==> config.mk <==
export PLATFORM = sky130hd
export DESIGN_NAME = sbc_standby_ctrl
export DESIGN_NICKNAME = d
export VERILOG_FILES = /design/src/hdl/sbc_pkg.sv /design/src/hdl/sbc_settle_if.sv /design/src/hdl/sbc_settle_timer.sv /design/src/hdl/sbc_standby_ctrl.sv
export SDC_FILE = /design/constraint.sdc
export NUM_CORES = 1
export LEC_CHECK = 0
export ABC_AREA = 1
export ABC_CLOCK_PERIOD_IN_PS = 3700
export BUFFER_PORTS_ARGS = -buffer_cell sky130_fd_sc_hd__clkbuf_2
export CAP_MARGIN = 25
export CORE_ASPECT_RATIO = 1.2
export CORE_UTILIZATION = 35
export CTS_BUF_LIST = sky130_fd_sc_hd__clkbuf_4
export CTS_CLUSTER_SIZE = 14
export DETAILED_ROUTE_END_ITERATION = 16
export MAX_ROUTING_LAYER = met4
export PLACE_DENSITY_LB_ADDON = 0.3
export SYNTH_ARGS = -nofsm -noshare
export SYNTH_HDL_FRONTEND = slang
export SYNTH_SLANG_ARGS = --single-unit
==> constraint.sdc <==
create_clock -name ref_clk -period 3.7 [get_ports ref_clk]
set_input_delay 0.185 -clock ref_clk [delete_from_list [all_inputs] [get_ports ref_clk]]
set_output_delay 0.185 -clock ref_clk [all_outputs]
set_load 0.05 [all_outputs]
==> src/hdl/sbc_pkg.sv <==
// constants, types and register map of the standby and clock output block
// What this block does
// - nmi_edge_select picks falling (0) or rising (1)
// - sleep with standby_select set enters software standby
// - software standby holds ports; optionally bus outputs
// - hardware standby pin low overrides every state
// - hardware standby: reset, stopped, ports high impedance
// - standby release under reset restarts oscillator
// - reset rise runs reset exception, then program
// - clk_out_stop halts clock pin high at cycle end
// - direction bit 0 makes clock pin an input
// - clock pin state follows processing state table
// - software standby stops clocks; serial, ADC reset
// - waking interrupt waits selected settle count
`default_nettype none
package sbc_pkg;
	localparam logic [7:0] SYS_CTRL_OFS   = 8'h00;
	localparam logic [7:0] HW_STANDBY_PIN_N_CTRL_OFS  = 8'h04;
	localparam logic [7:0] CLK_CTRL_OFS   = 8'h08;
	localparam logic [7:0] CLK_DIR_OFS    = 8'h0C;
	localparam logic [7:0] STATUS_OFS     = 8'h10;

	localparam int RAM_EN_BIT     = 0;
	localparam int NMI_EDGE_BIT   = 2;
	localparam int HW_STANDBY_PIN_N_SEL_BIT   = 7;
	localparam int SETTLE_LSB     = 4;
	localparam int OUT_HOLD_BIT   = 3;
	localparam int CLK_STOP_BIT   = 3;
	localparam int CLK_DIR_BIT    = 0;

	localparam logic RAM_EN_RST   = 1'b1;
	localparam logic NMI_EDGE_RST = 1'b0;
	localparam logic HW_STANDBY_PIN_N_SEL_RST = 1'b0;
	localparam logic OUT_HOLD_RST = 1'b1;
	localparam logic CLK_STOP_RST = 1'b0;
	localparam logic CLK_DIR_RST  = 1'b0;
	localparam logic [2:0] SETTLE_RST = 3'h0;

	localparam int SETTLE_W            = 19;
	localparam int SETTLE_BASE_STATES  = 8192;
	localparam int SETTLE_SHORT_STATES = 16;
	localparam logic [2:0] SETTLE_SEL_RESV  = 3'h6;
	localparam logic [2:0] SETTLE_SEL_SHORT = 3'h7;

	localparam logic [1:0] HTRANS_NONSEQ = 2'h2;
	localparam logic [2:0] HSIZE_WORD    = 3'h2;

	typedef enum logic [2:0] {
		SBC_RUN,
		SBC_SLEEP,
		SBC_SW_HW_STANDBY_PIN_N,
		SBC_OSC_WAIT,
		SBC_HW_HW_STANDBY_PIN_N,
		SBC_RST_HOLD,
		SBC_RST_EXC
	} sbc_state_e;
endpackage
`default_nettype wire

==> src/hdl/sbc_settle_if.sv <==
// start, select and done between the controller and its settle timer
`default_nettype none
interface sbc_settle_if;
	logic       start;
	logic [2:0] sel;
	logic       done;
	modport ctrl (output start, output sel, input done);
	modport tmr  (input start, input sel, output done);
endinterface
`default_nettype wire

==> src/hdl/sbc_settle_timer.sv <==
// oscillator settle wait counter with selectable length
`default_nettype none
module sbc_settle_timer #(
	parameter int settle_base = sbc_pkg::SETTLE_BASE_STATES
) (
	input  wire logic   ref_clk,
	input  wire logic   rst,
	input  wire logic   clk_en,
	sbc_settle_if.tmr   st
);
	import sbc_pkg::*;

	logic [SETTLE_W-1:0] count;
	logic [SETTLE_W-1:0] target;
	logic                busy;
	logic                done_q;

	// reserved code falls back to the longest wait
	always_comb begin
		if (st.sel == SETTLE_SEL_SHORT) begin
			target = SETTLE_W'(SETTLE_SHORT_STATES);
		end else if (st.sel == SETTLE_SEL_RESV) begin
			target = SETTLE_W'(settle_base) << 5;
		end else begin
			target = SETTLE_W'(settle_base) << st.sel;
		end
	end

	always_ff @(posedge ref_clk) begin
		if (rst) begin
			count  <= '0;
			busy   <= 1'b0;
			done_q <= 1'b0;
		end else if (clk_en) begin
			done_q <= 1'b0;
			if (st.start) begin
				count <= target - SETTLE_W'(1);
				busy  <= 1'b1;
			end else if (busy) begin
				if (count == '0) begin
					busy   <= 1'b0;
					done_q <= 1'b1;
				end else begin
					count <= count - SETTLE_W'(1);
				end
			end
		end
	end

	assign st.done = done_q;
endmodule
`default_nettype wire

==> src/hdl/sbc_standby_ctrl.sv <==
// standby sequencing, clock pin gating and register slave
//
// Chosen here: the AHB-Lite interface to the registers and the register offsets.
`default_nettype none
module sbc_standby_ctrl #(
	parameter int settle_base = sbc_pkg::SETTLE_BASE_STATES
) (
	input  wire logic        ref_clk,
	input  wire logic        rst,
	input  wire logic        clk_en,
	input  wire logic        hsel,
	input  wire logic [31:0] haddr,
	input  wire logic [1:0]  htrans,
	input  wire logic        hwrite,
	input  wire logic [2:0]  hsize,
	input  wire logic [31:0] hwdata,
	input  wire logic        hready,
	output logic [31:0]      hrdata,
	output logic             hreadyout,
	output logic             hresp,
	input  wire logic        reset_pin_n,
	input  wire logic        hw_standby_pin_n,
	input  wire logic        nmi_pin,
	input  wire logic        irq_any,
	input  wire logic [2:0]  mode_select_pins,
	input  wire logic        sleep_req,
	input  wire logic        bus_cycle_end,
	input  wire logic        sys_clk_phase,
	input  wire logic [7:0]  port_out_in,
	input  wire logic [7:0]  port_oe_n_in,
	input  wire logic [23:0] addr_in,
	input  wire logic [3:0]  bus_ctrl_in,
	output logic [7:0]       port_out,
	output logic [7:0]       port_oe_n,
	output logic [23:0]      addr_out,
	output logic [3:0]       bus_ctrl_out,
	output logic             bus_oe_n,
	output logic             clk_pin_o,
	output logic             clk_pin_oe_n,
	output logic             func_reset,
	output logic             cpu_run,
	output logic             module_clk_en,
	output logic             osc_en,
	output logic             serial_adc_reset,
	output logic             ram_access_en,
	output logic             reset_exception,
	output logic             nmi_taken,
	output logic [2:0]       mode_latched
);
	import sbc_pkg::*;

	sbc_state_e state;
	sbc_state_e next_state;

	logic       onchip_ram_enable;
	logic       nmi_edge_select;
	logic       standby_select;
	logic       output_hold_enable;
	logic [2:0] settle_time_select;
	logic       clk_out_stop;
	logic       clk_pin_dir;
	logic       clk_stop_eff;

	logic       nmi_q;
	logic       nmi_edge;
	logic       hw_hw_standby_pin_n;
	logic       sw_hw_standby_pin_n;

	logic       dp_write;
	logic [7:0] dp_addr;
	logic       ap_take;
	logic [31:0] read_mux;

	sbc_settle_if st ();

	sbc_settle_timer #(
		.settle_base(settle_base)
	) u_settle (
		.ref_clk(ref_clk),
		.rst    (rst),
		.clk_en (clk_en),
		.st     (st)
	);

	assign hw_hw_standby_pin_n = (state == SBC_HW_HW_STANDBY_PIN_N);
	assign sw_hw_standby_pin_n = (state == SBC_SW_HW_STANDBY_PIN_N) || (state == SBC_OSC_WAIT);

	// register slave: zero wait, always OKAY
	assign hreadyout = 1'b1;
	assign hresp     = 1'b0;
	assign ap_take   = hsel && hready && (htrans == HTRANS_NONSEQ);

	always_comb begin
		read_mux = 32'h0000_0000;
		unique case (haddr[7:0])
			SYS_CTRL_OFS: begin
				read_mux[RAM_EN_BIT]   = onchip_ram_enable;
				read_mux[NMI_EDGE_BIT] = nmi_edge_select;
			end
			HW_STANDBY_PIN_N_CTRL_OFS: begin
				read_mux[HW_STANDBY_PIN_N_SEL_BIT] = standby_select;
				read_mux[OUT_HOLD_BIT] = output_hold_enable;
				read_mux[SETTLE_LSB +: 3] = settle_time_select;
			end
			CLK_CTRL_OFS: begin
				read_mux[CLK_STOP_BIT] = clk_out_stop;
			end
			CLK_DIR_OFS: begin
				read_mux[CLK_DIR_BIT] = clk_pin_dir;
			end
			STATUS_OFS: begin
				read_mux[2:0] = 3'(state);
				read_mux[3]   = clk_stop_eff;
				read_mux[6:4] = mode_latched;
			end
			default: begin
				read_mux = 32'h0000_0000;
			end
		endcase
		if (haddr[31:8] != 24'h00_0000) begin
			read_mux = 32'h0000_0000;
		end
	end

	always_ff @(posedge ref_clk) begin
		if (rst) begin
			dp_write <= 1'b0;
			dp_addr  <= 8'h00;
			hrdata   <= 32'h0000_0000;
		end else if (clk_en) begin
			dp_write <= ap_take && hwrite && (hsize == HSIZE_WORD)
				&& (haddr[31:8] == 24'h00_0000);
			if (ap_take) begin
				dp_addr <= haddr[7:0];
			end
			if (ap_take && !hwrite) begin
				hrdata <= read_mux;
			end
		end
	end

	// hardware standby returns every control bit to reset
	always_ff @(posedge ref_clk) begin
		if (rst || hw_hw_standby_pin_n) begin
			onchip_ram_enable  <= RAM_EN_RST;
			nmi_edge_select    <= NMI_EDGE_RST;
			standby_select     <= HW_STANDBY_PIN_N_SEL_RST;
			output_hold_enable <= OUT_HOLD_RST;
			settle_time_select <= SETTLE_RST;
			clk_out_stop       <= CLK_STOP_RST;
			clk_pin_dir        <= CLK_DIR_RST;
		end else if (clk_en && dp_write) begin
			unique case (dp_addr)
				SYS_CTRL_OFS: begin
					onchip_ram_enable <= hwdata[RAM_EN_BIT];
					nmi_edge_select   <= hwdata[NMI_EDGE_BIT];
				end
				HW_STANDBY_PIN_N_CTRL_OFS: begin
					standby_select     <= hwdata[HW_STANDBY_PIN_N_SEL_BIT];
					output_hold_enable <= hwdata[OUT_HOLD_BIT];
					settle_time_select <= hwdata[SETTLE_LSB +: 3];
				end
				CLK_CTRL_OFS: begin
					clk_out_stop <= hwdata[CLK_STOP_BIT];
				end
				CLK_DIR_OFS: begin
					clk_pin_dir <= hwdata[CLK_DIR_BIT];
				end
				default: begin
				end
			endcase
		end
	end

	// nmi edge of the programmed polarity
	always_ff @(posedge ref_clk) begin
		if (rst) begin
			nmi_q <= 1'b0;
		end else if (clk_en) begin
			nmi_q <= nmi_pin;
		end
	end

	assign nmi_edge = nmi_edge_select ? (nmi_pin && !nmi_q)
		: (!nmi_pin && nmi_q);

	always_comb begin
		next_state = state;
		unique case (state)
			SBC_RUN: begin
				if (sleep_req) begin
					next_state = standby_select ? SBC_SW_HW_STANDBY_PIN_N
						: SBC_SLEEP;
				end
			end
			SBC_SLEEP: begin
				if (irq_any || nmi_edge) begin
					next_state = SBC_RUN;
				end
			end
			SBC_SW_HW_STANDBY_PIN_N: begin
				if (nmi_edge) begin
					next_state = SBC_OSC_WAIT;
				end
			end
			SBC_OSC_WAIT: begin
				if (st.done) begin
					next_state = SBC_RUN;
				end
			end
			SBC_HW_HW_STANDBY_PIN_N: begin
				next_state = SBC_RST_HOLD;
			end
			SBC_RST_HOLD: begin
				if (reset_pin_n) begin
					next_state = SBC_RST_EXC;
				end
			end
			SBC_RST_EXC: begin
				next_state = SBC_RUN;
			end
		endcase
		if (!reset_pin_n && state != SBC_HW_HW_STANDBY_PIN_N) begin
			next_state = SBC_RST_HOLD;
		end
		if (!hw_standby_pin_n) begin
			next_state = SBC_HW_HW_STANDBY_PIN_N;
		end
	end

	always_ff @(posedge ref_clk) begin
		if (rst) begin
			state <= SBC_RST_HOLD;
		end else if (clk_en) begin
			state <= next_state;
		end
	end

	assign st.start = (state == SBC_SW_HW_STANDBY_PIN_N)
		&& (next_state == SBC_OSC_WAIT);
	assign st.sel   = settle_time_select;

	// stop request takes effect only at a bus cycle boundary
	always_ff @(posedge ref_clk) begin
		if (rst) begin
			clk_stop_eff <= CLK_STOP_RST;
		end else if (clk_en && bus_cycle_end) begin
			clk_stop_eff <= clk_out_stop;
		end
	end

	always_ff @(posedge ref_clk) begin
		if (rst) begin
			clk_pin_o    <= 1'b1;
			clk_pin_oe_n <= 1'b1;
		end else if (clk_en) begin
			clk_pin_oe_n <= !clk_pin_dir || hw_hw_standby_pin_n
				|| !hw_standby_pin_n;
			if (sw_hw_standby_pin_n || clk_stop_eff) begin
				clk_pin_o <= 1'b1;
			end else begin
				clk_pin_o <= sys_clk_phase;
			end
		end
	end

	// ports keep their last drive through software standby
	always_ff @(posedge ref_clk) begin
		if (rst) begin
			port_out  <= 8'h00;
			port_oe_n <= 8'hFF;
		end else if (clk_en) begin
			if (!hw_standby_pin_n || hw_hw_standby_pin_n) begin
				port_oe_n <= 8'hFF;
			end else if (!sw_hw_standby_pin_n && next_state != SBC_SW_HW_STANDBY_PIN_N) begin
				port_out  <= port_out_in;
				port_oe_n <= port_oe_n_in;
			end
		end
	end

	always_ff @(posedge ref_clk) begin
		if (rst) begin
			addr_out     <= 24'h00_0000;
			bus_ctrl_out <= 4'hF;
			bus_oe_n     <= 1'b1;
		end else if (clk_en) begin
			if (hw_hw_standby_pin_n || !hw_standby_pin_n) begin
				bus_oe_n <= 1'b1;
			end else if (sw_hw_standby_pin_n) begin
				bus_oe_n <= !output_hold_enable;
			end else begin
				addr_out     <= addr_in;
				bus_ctrl_out <= bus_ctrl_in;
				bus_oe_n     <= 1'b0;
			end
		end
	end

	// mode pins are sampled while the core is held in reset
	always_ff @(posedge ref_clk) begin
		if (rst) begin
			mode_latched <= 3'h0;
		end else if (clk_en && state == SBC_RST_HOLD) begin
			mode_latched <= mode_select_pins;
		end
	end

	always_ff @(posedge ref_clk) begin
		if (rst) begin
			reset_exception <= 1'b0;
			nmi_taken       <= 1'b0;
		end else if (clk_en) begin
			reset_exception <= (state == SBC_RST_EXC);
			nmi_taken <= ((state == SBC_OSC_WAIT) && st.done)
				|| ((state == SBC_RUN || state == SBC_SLEEP)
				&& nmi_edge && hw_standby_pin_n && reset_pin_n);
		end
	end

	assign func_reset       = hw_hw_standby_pin_n || (state == SBC_RST_HOLD);
	assign cpu_run          = (state == SBC_RUN);
	assign module_clk_en    = !sw_hw_standby_pin_n && !hw_hw_standby_pin_n;
	assign osc_en           = (state != SBC_SW_HW_STANDBY_PIN_N) && !hw_hw_standby_pin_n;
	assign serial_adc_reset = sw_hw_standby_pin_n || hw_hw_standby_pin_n;
	assign ram_access_en    = onchip_ram_enable && !hw_hw_standby_pin_n;
endmodule
`default_nettype wire
==> flow_metrics.py <==
metrics = {
    "synth": {
        "ys_ff_latch": 104,
        "syn_avg_cell_area_um2": 6.97,
        "yosysWarnings": 0,
        "yosysTopAreaCellShare": 0.397,
        "synthTopCellsByArea": "dfxtp_1 (40%), nor2_1 (9.6%), nand2_1 (9.2%), o21ai_0 (7.1%), buf_4 (4.3%)",
        "synthDistinctLibCells": 44,
        "async_flop_share": 0,
        "synth.most_common_cell": "nor2_1",
        "synth_largest_area_cell": "dfxtp_1",
        "postSynthCellCount": 752,
        "synth-edff-count": 0,
        "ys_seq_area_frac": 0.397,
        "ys.flop_type": "dfxtp_1",
        "netlist_top_cells_count": "nor2_1 (134), nand2_1 (128), dfxtp_1 (104), o21ai_0 (74), inv_1 (59)",
        "syn_area_um2": 5240,
    },
    "outcome": {
        "status": "complete, no violations",
    },
    "timing": {
        "tightest_slew_ns": 0.888,
        "slew_headroom": 0.407,
        "finalSetupTns_ns": 0,
        "fin_crit_sh": 0.799,
        "period_minus_slack_ns": 2.96,
        "rsz0062_at_grt": "false",
        "worst_clock_skew_ns": 0.0137,
        "finalSetupViolCount": 0,
        "timing.final.hold_violations": 0,
        "fmax_mhz": 338,
        "drv_slew": 0,
    },
    "detailed_routing": {
        "dr.first_iter.drc_count": 281,
        "drc": 0,
        "routed_wl_um": 15500,
        "dr_wl_met3_um": 811,
        "routed-wl-met2_um": 7190,
        "vias": 5599,
        "postRouteAntennaNets": 0,
        "wl_met1_um": 7090,
        "routed.top_layer": "met4",
        "via_per_inst": 4.77,
        "post_drt_wl_per_cell_um": 13.2,
        "first_pass_iters": 5,
    },
    "worst_setup_path": {
        "r2r-end": "u_settle.count[16]$_SDFFE_PP0P_",
        "r2r-start": "state[1]$_SDFFE_PP0P_",
        "cp_data_arrival_time_ns": 3.34,
        "crit_type": "flop to flop",
        "rr_worst_depth": 18,
        "endpoint_kind": "flop",
        "crit_path_start_kind": "flop",
        "reg2reg_slack_ns": 0.74,
        "worst_ep_required_time_ns": 4.09,
        "worstPathMaxFanout": 22,
    },
    "die": {
        "coreArea_um2": 14500,
        "die_width_um": 114,
        "die_height_um": 136,
        "fp.dieArea_um2": 15500,
        "std_cell_rows": 48,
        "io_pins": 221,
        "start_util": 0.362,
    },
    "power_and_ir_drop": {
        "vdd_drop_max_v": 0.000205,
        "p_per_area_nw_per_um2": 353,
        "total_leakage_power_nw": 3.35,
        "total_power_mw": 2.43,
    },
    "layout": {
        "synthToLayoutAreaGrowth_pct": 31.8,
        "design_area_um2": 6900,
        "fin_cells": 1174,
        "nets": 1098,
        "final_core_util": 0.477,
        "drive_above_1_share": 0.239,
    },
    "global_route": {
        "groute.usage.overall": 0.210,
        "grt_max_degree": 55,
        "grt-ovfl-total": 0,
        "antenna_found_initial": 1,
        "grt_pass1_vias": 5207,
        "grt_pass1_wl_um": 24900,
    },
    "min_path": {
        "whs_endpoint": "dp_addr[5]$_SDFFE_PP0P_",
        "hp-class": "input pin to flop",
        "min_path_cells": 3,
        "worstHoldStart": "haddr[5]",
    },
    "clocking": {
        "numCtsBuffers": 9,
        "clock_latency_ns": 0.46,
        "cts_resized": 0,
        "htreeDepth": 3,
        "clock-root-buffer": "clkbuf_4",
        "clkTransAtPathRegs_ns": 0.17,
        "cts_buffer_depth": 2,
        "cts.sinks": 104,
        "cts_tree": "done",
    },
    "placement": {
        "post-dp-hpwl_um": 10800,
        "io_buffers": 169,
        "gp_congestion": 0.859,
        "dpl_cell_area_um2": 6120,
        "place_inst": 1096,
    },
    "run": {
        "maxCapViolCount": 0,
    },
}
-- critical path: stages (launching register included) --
cell	delay, ns
dfxtp_1	0.64
inv_1	0.19
nor3_4	0.29
nand2_1	0.12
nand3_1	0.09
nor2_1	0.04
nor2_1	0.16
nand2_4	0.21
nand2_1	0.17
ha_1	0.21
nand2_1	0.11
inv_1	0.10
nand2_1	0.11
nor2_1	0.16
nand2_1	0.07
nand2_1	0.05
nand3_1	0.06
nand2_1	0.07
inv_1	0.03
-- sequential cells by signal, indices dropped and copies added, names as in the netlist, 3 cells and up --
signal,cells
port_oe_n,8
hrdata,8
addr_out,24
bus_ctrl_out,4
mode_latched,3
dp_addr,8
port_out,8
u_settle.count,19
settle_time_select,3
state,3
-- cells in the final DEF (no fill, tap or decap), drive strengths merged, types with 2 or more instances in the layout --
cell type,Yosys,final
clkbuf,15,178
nor2,149,149
nand2,138,138
dfxtp,104,104
o21ai,82,82
inv,69,72
dlygate4sd3,0,61
nand3,42,42
a21oi,41,41
conb,2,26
nor3,14,14
nor4,12,12
o22ai,11,11
nand4,7,7
a31oi,7,7
o21bai,4,4
and2,4,4
buf,38,4
clkinv,1,3
o211ai,2,2
bufinv,0,2
o41ai,2,2
-- stage by stage --
step                      worst slack [ns]  hold WS [ns]
final                                0.744        0.0331
after detailed placement             0.799         0.408
after CTS                            0.779       0.00774
after global placement               0.833         0.400
after floorplan                       1.29         0.312
after global routing                 0.310        0.0137
-- metal layers --
layer  vias to the layer above  track usage
met5                         -            -
met4                         0       0.0826
met3                        29       0.0343
met2                       196        0.340
met1                      2526        0.260
li1                       2848            -
-- area by class of cell --
| class | count | area, um2 |
|---|---|---|
| fillers | 1464 | 7570 |
| diodes | 1 | 2.50 |
| inverters | 70 | 263 |
| clock buffers | 9 | 67.6 |
| repair buffers | 234 | 1490 |
| clock inverters | 7 | 101 |
| well taps | 200 | 250 |
| flip-flops and latches | 104 | 2080 |
| multi-input cells | 549 | 2650 |
-- cell families (layout without fill, tap and decap cells) --
| family | count (synthesis) | after routing | share of synthesized area |
|---|---|---|---|
| adders and majority gates | 1 | 1 | 0.00239 |
| buffers and inverters | 123 | 320 | 0.114 |
| AOI/OAI and AO/OA | 152 | 152 | 0.160 |
| other | 2 | 27 | 0.00143 |
| and+or+nand+nor | 370 | 370 | 0.324 |
| DFF | 104 | 104 | 0.397 |
-- report_power, final --
part           internal, mW  switching (mW)  total, mW
logic                 0.160           0.384      0.543
registers              1.16          0.0314       1.20
clock network         0.283           0.410      0.694
-- worst max path at each step --
stage	start	cells past startpoint	slack (ns)	to
5_1_grt	state[1]$_SDFFE_PP0P_	18	0.31	u_settle.count[16]$_SDFFE_PP0P_
4_1_cts	state[1]$_SDFFE_PP0P_	18	0.78	u_settle.count[16]$_SDFFE_PP0P_
6_report	state[1]$_SDFFE_PP0P_	18	0.74	u_settle.count[16]$_SDFFE_PP0P_
3_3_place_gp	state[1]$_SDFFE_PP0P_	18	0.83	u_settle.count[16]$_SDFFE_PP0P_
3_5_place_dp	state[1]$_SDFFE_PP0P_	18	0.80	u_settle.count[16]$_SDFFE_PP0P_
2_1_floorplan	state[0]$_SDFFE_PP1P_	18	1.29	u_settle.count[12]$_SDFFE_PP0P_
-- what timing repair did --
item	4_1_cts	5_1_grt
hold buffers	61	0
buffers inserted	0	0
endpoints found under the hold margin	61	0
setup endpoints to repair	0	0
(Power assumes the default switching activity.)
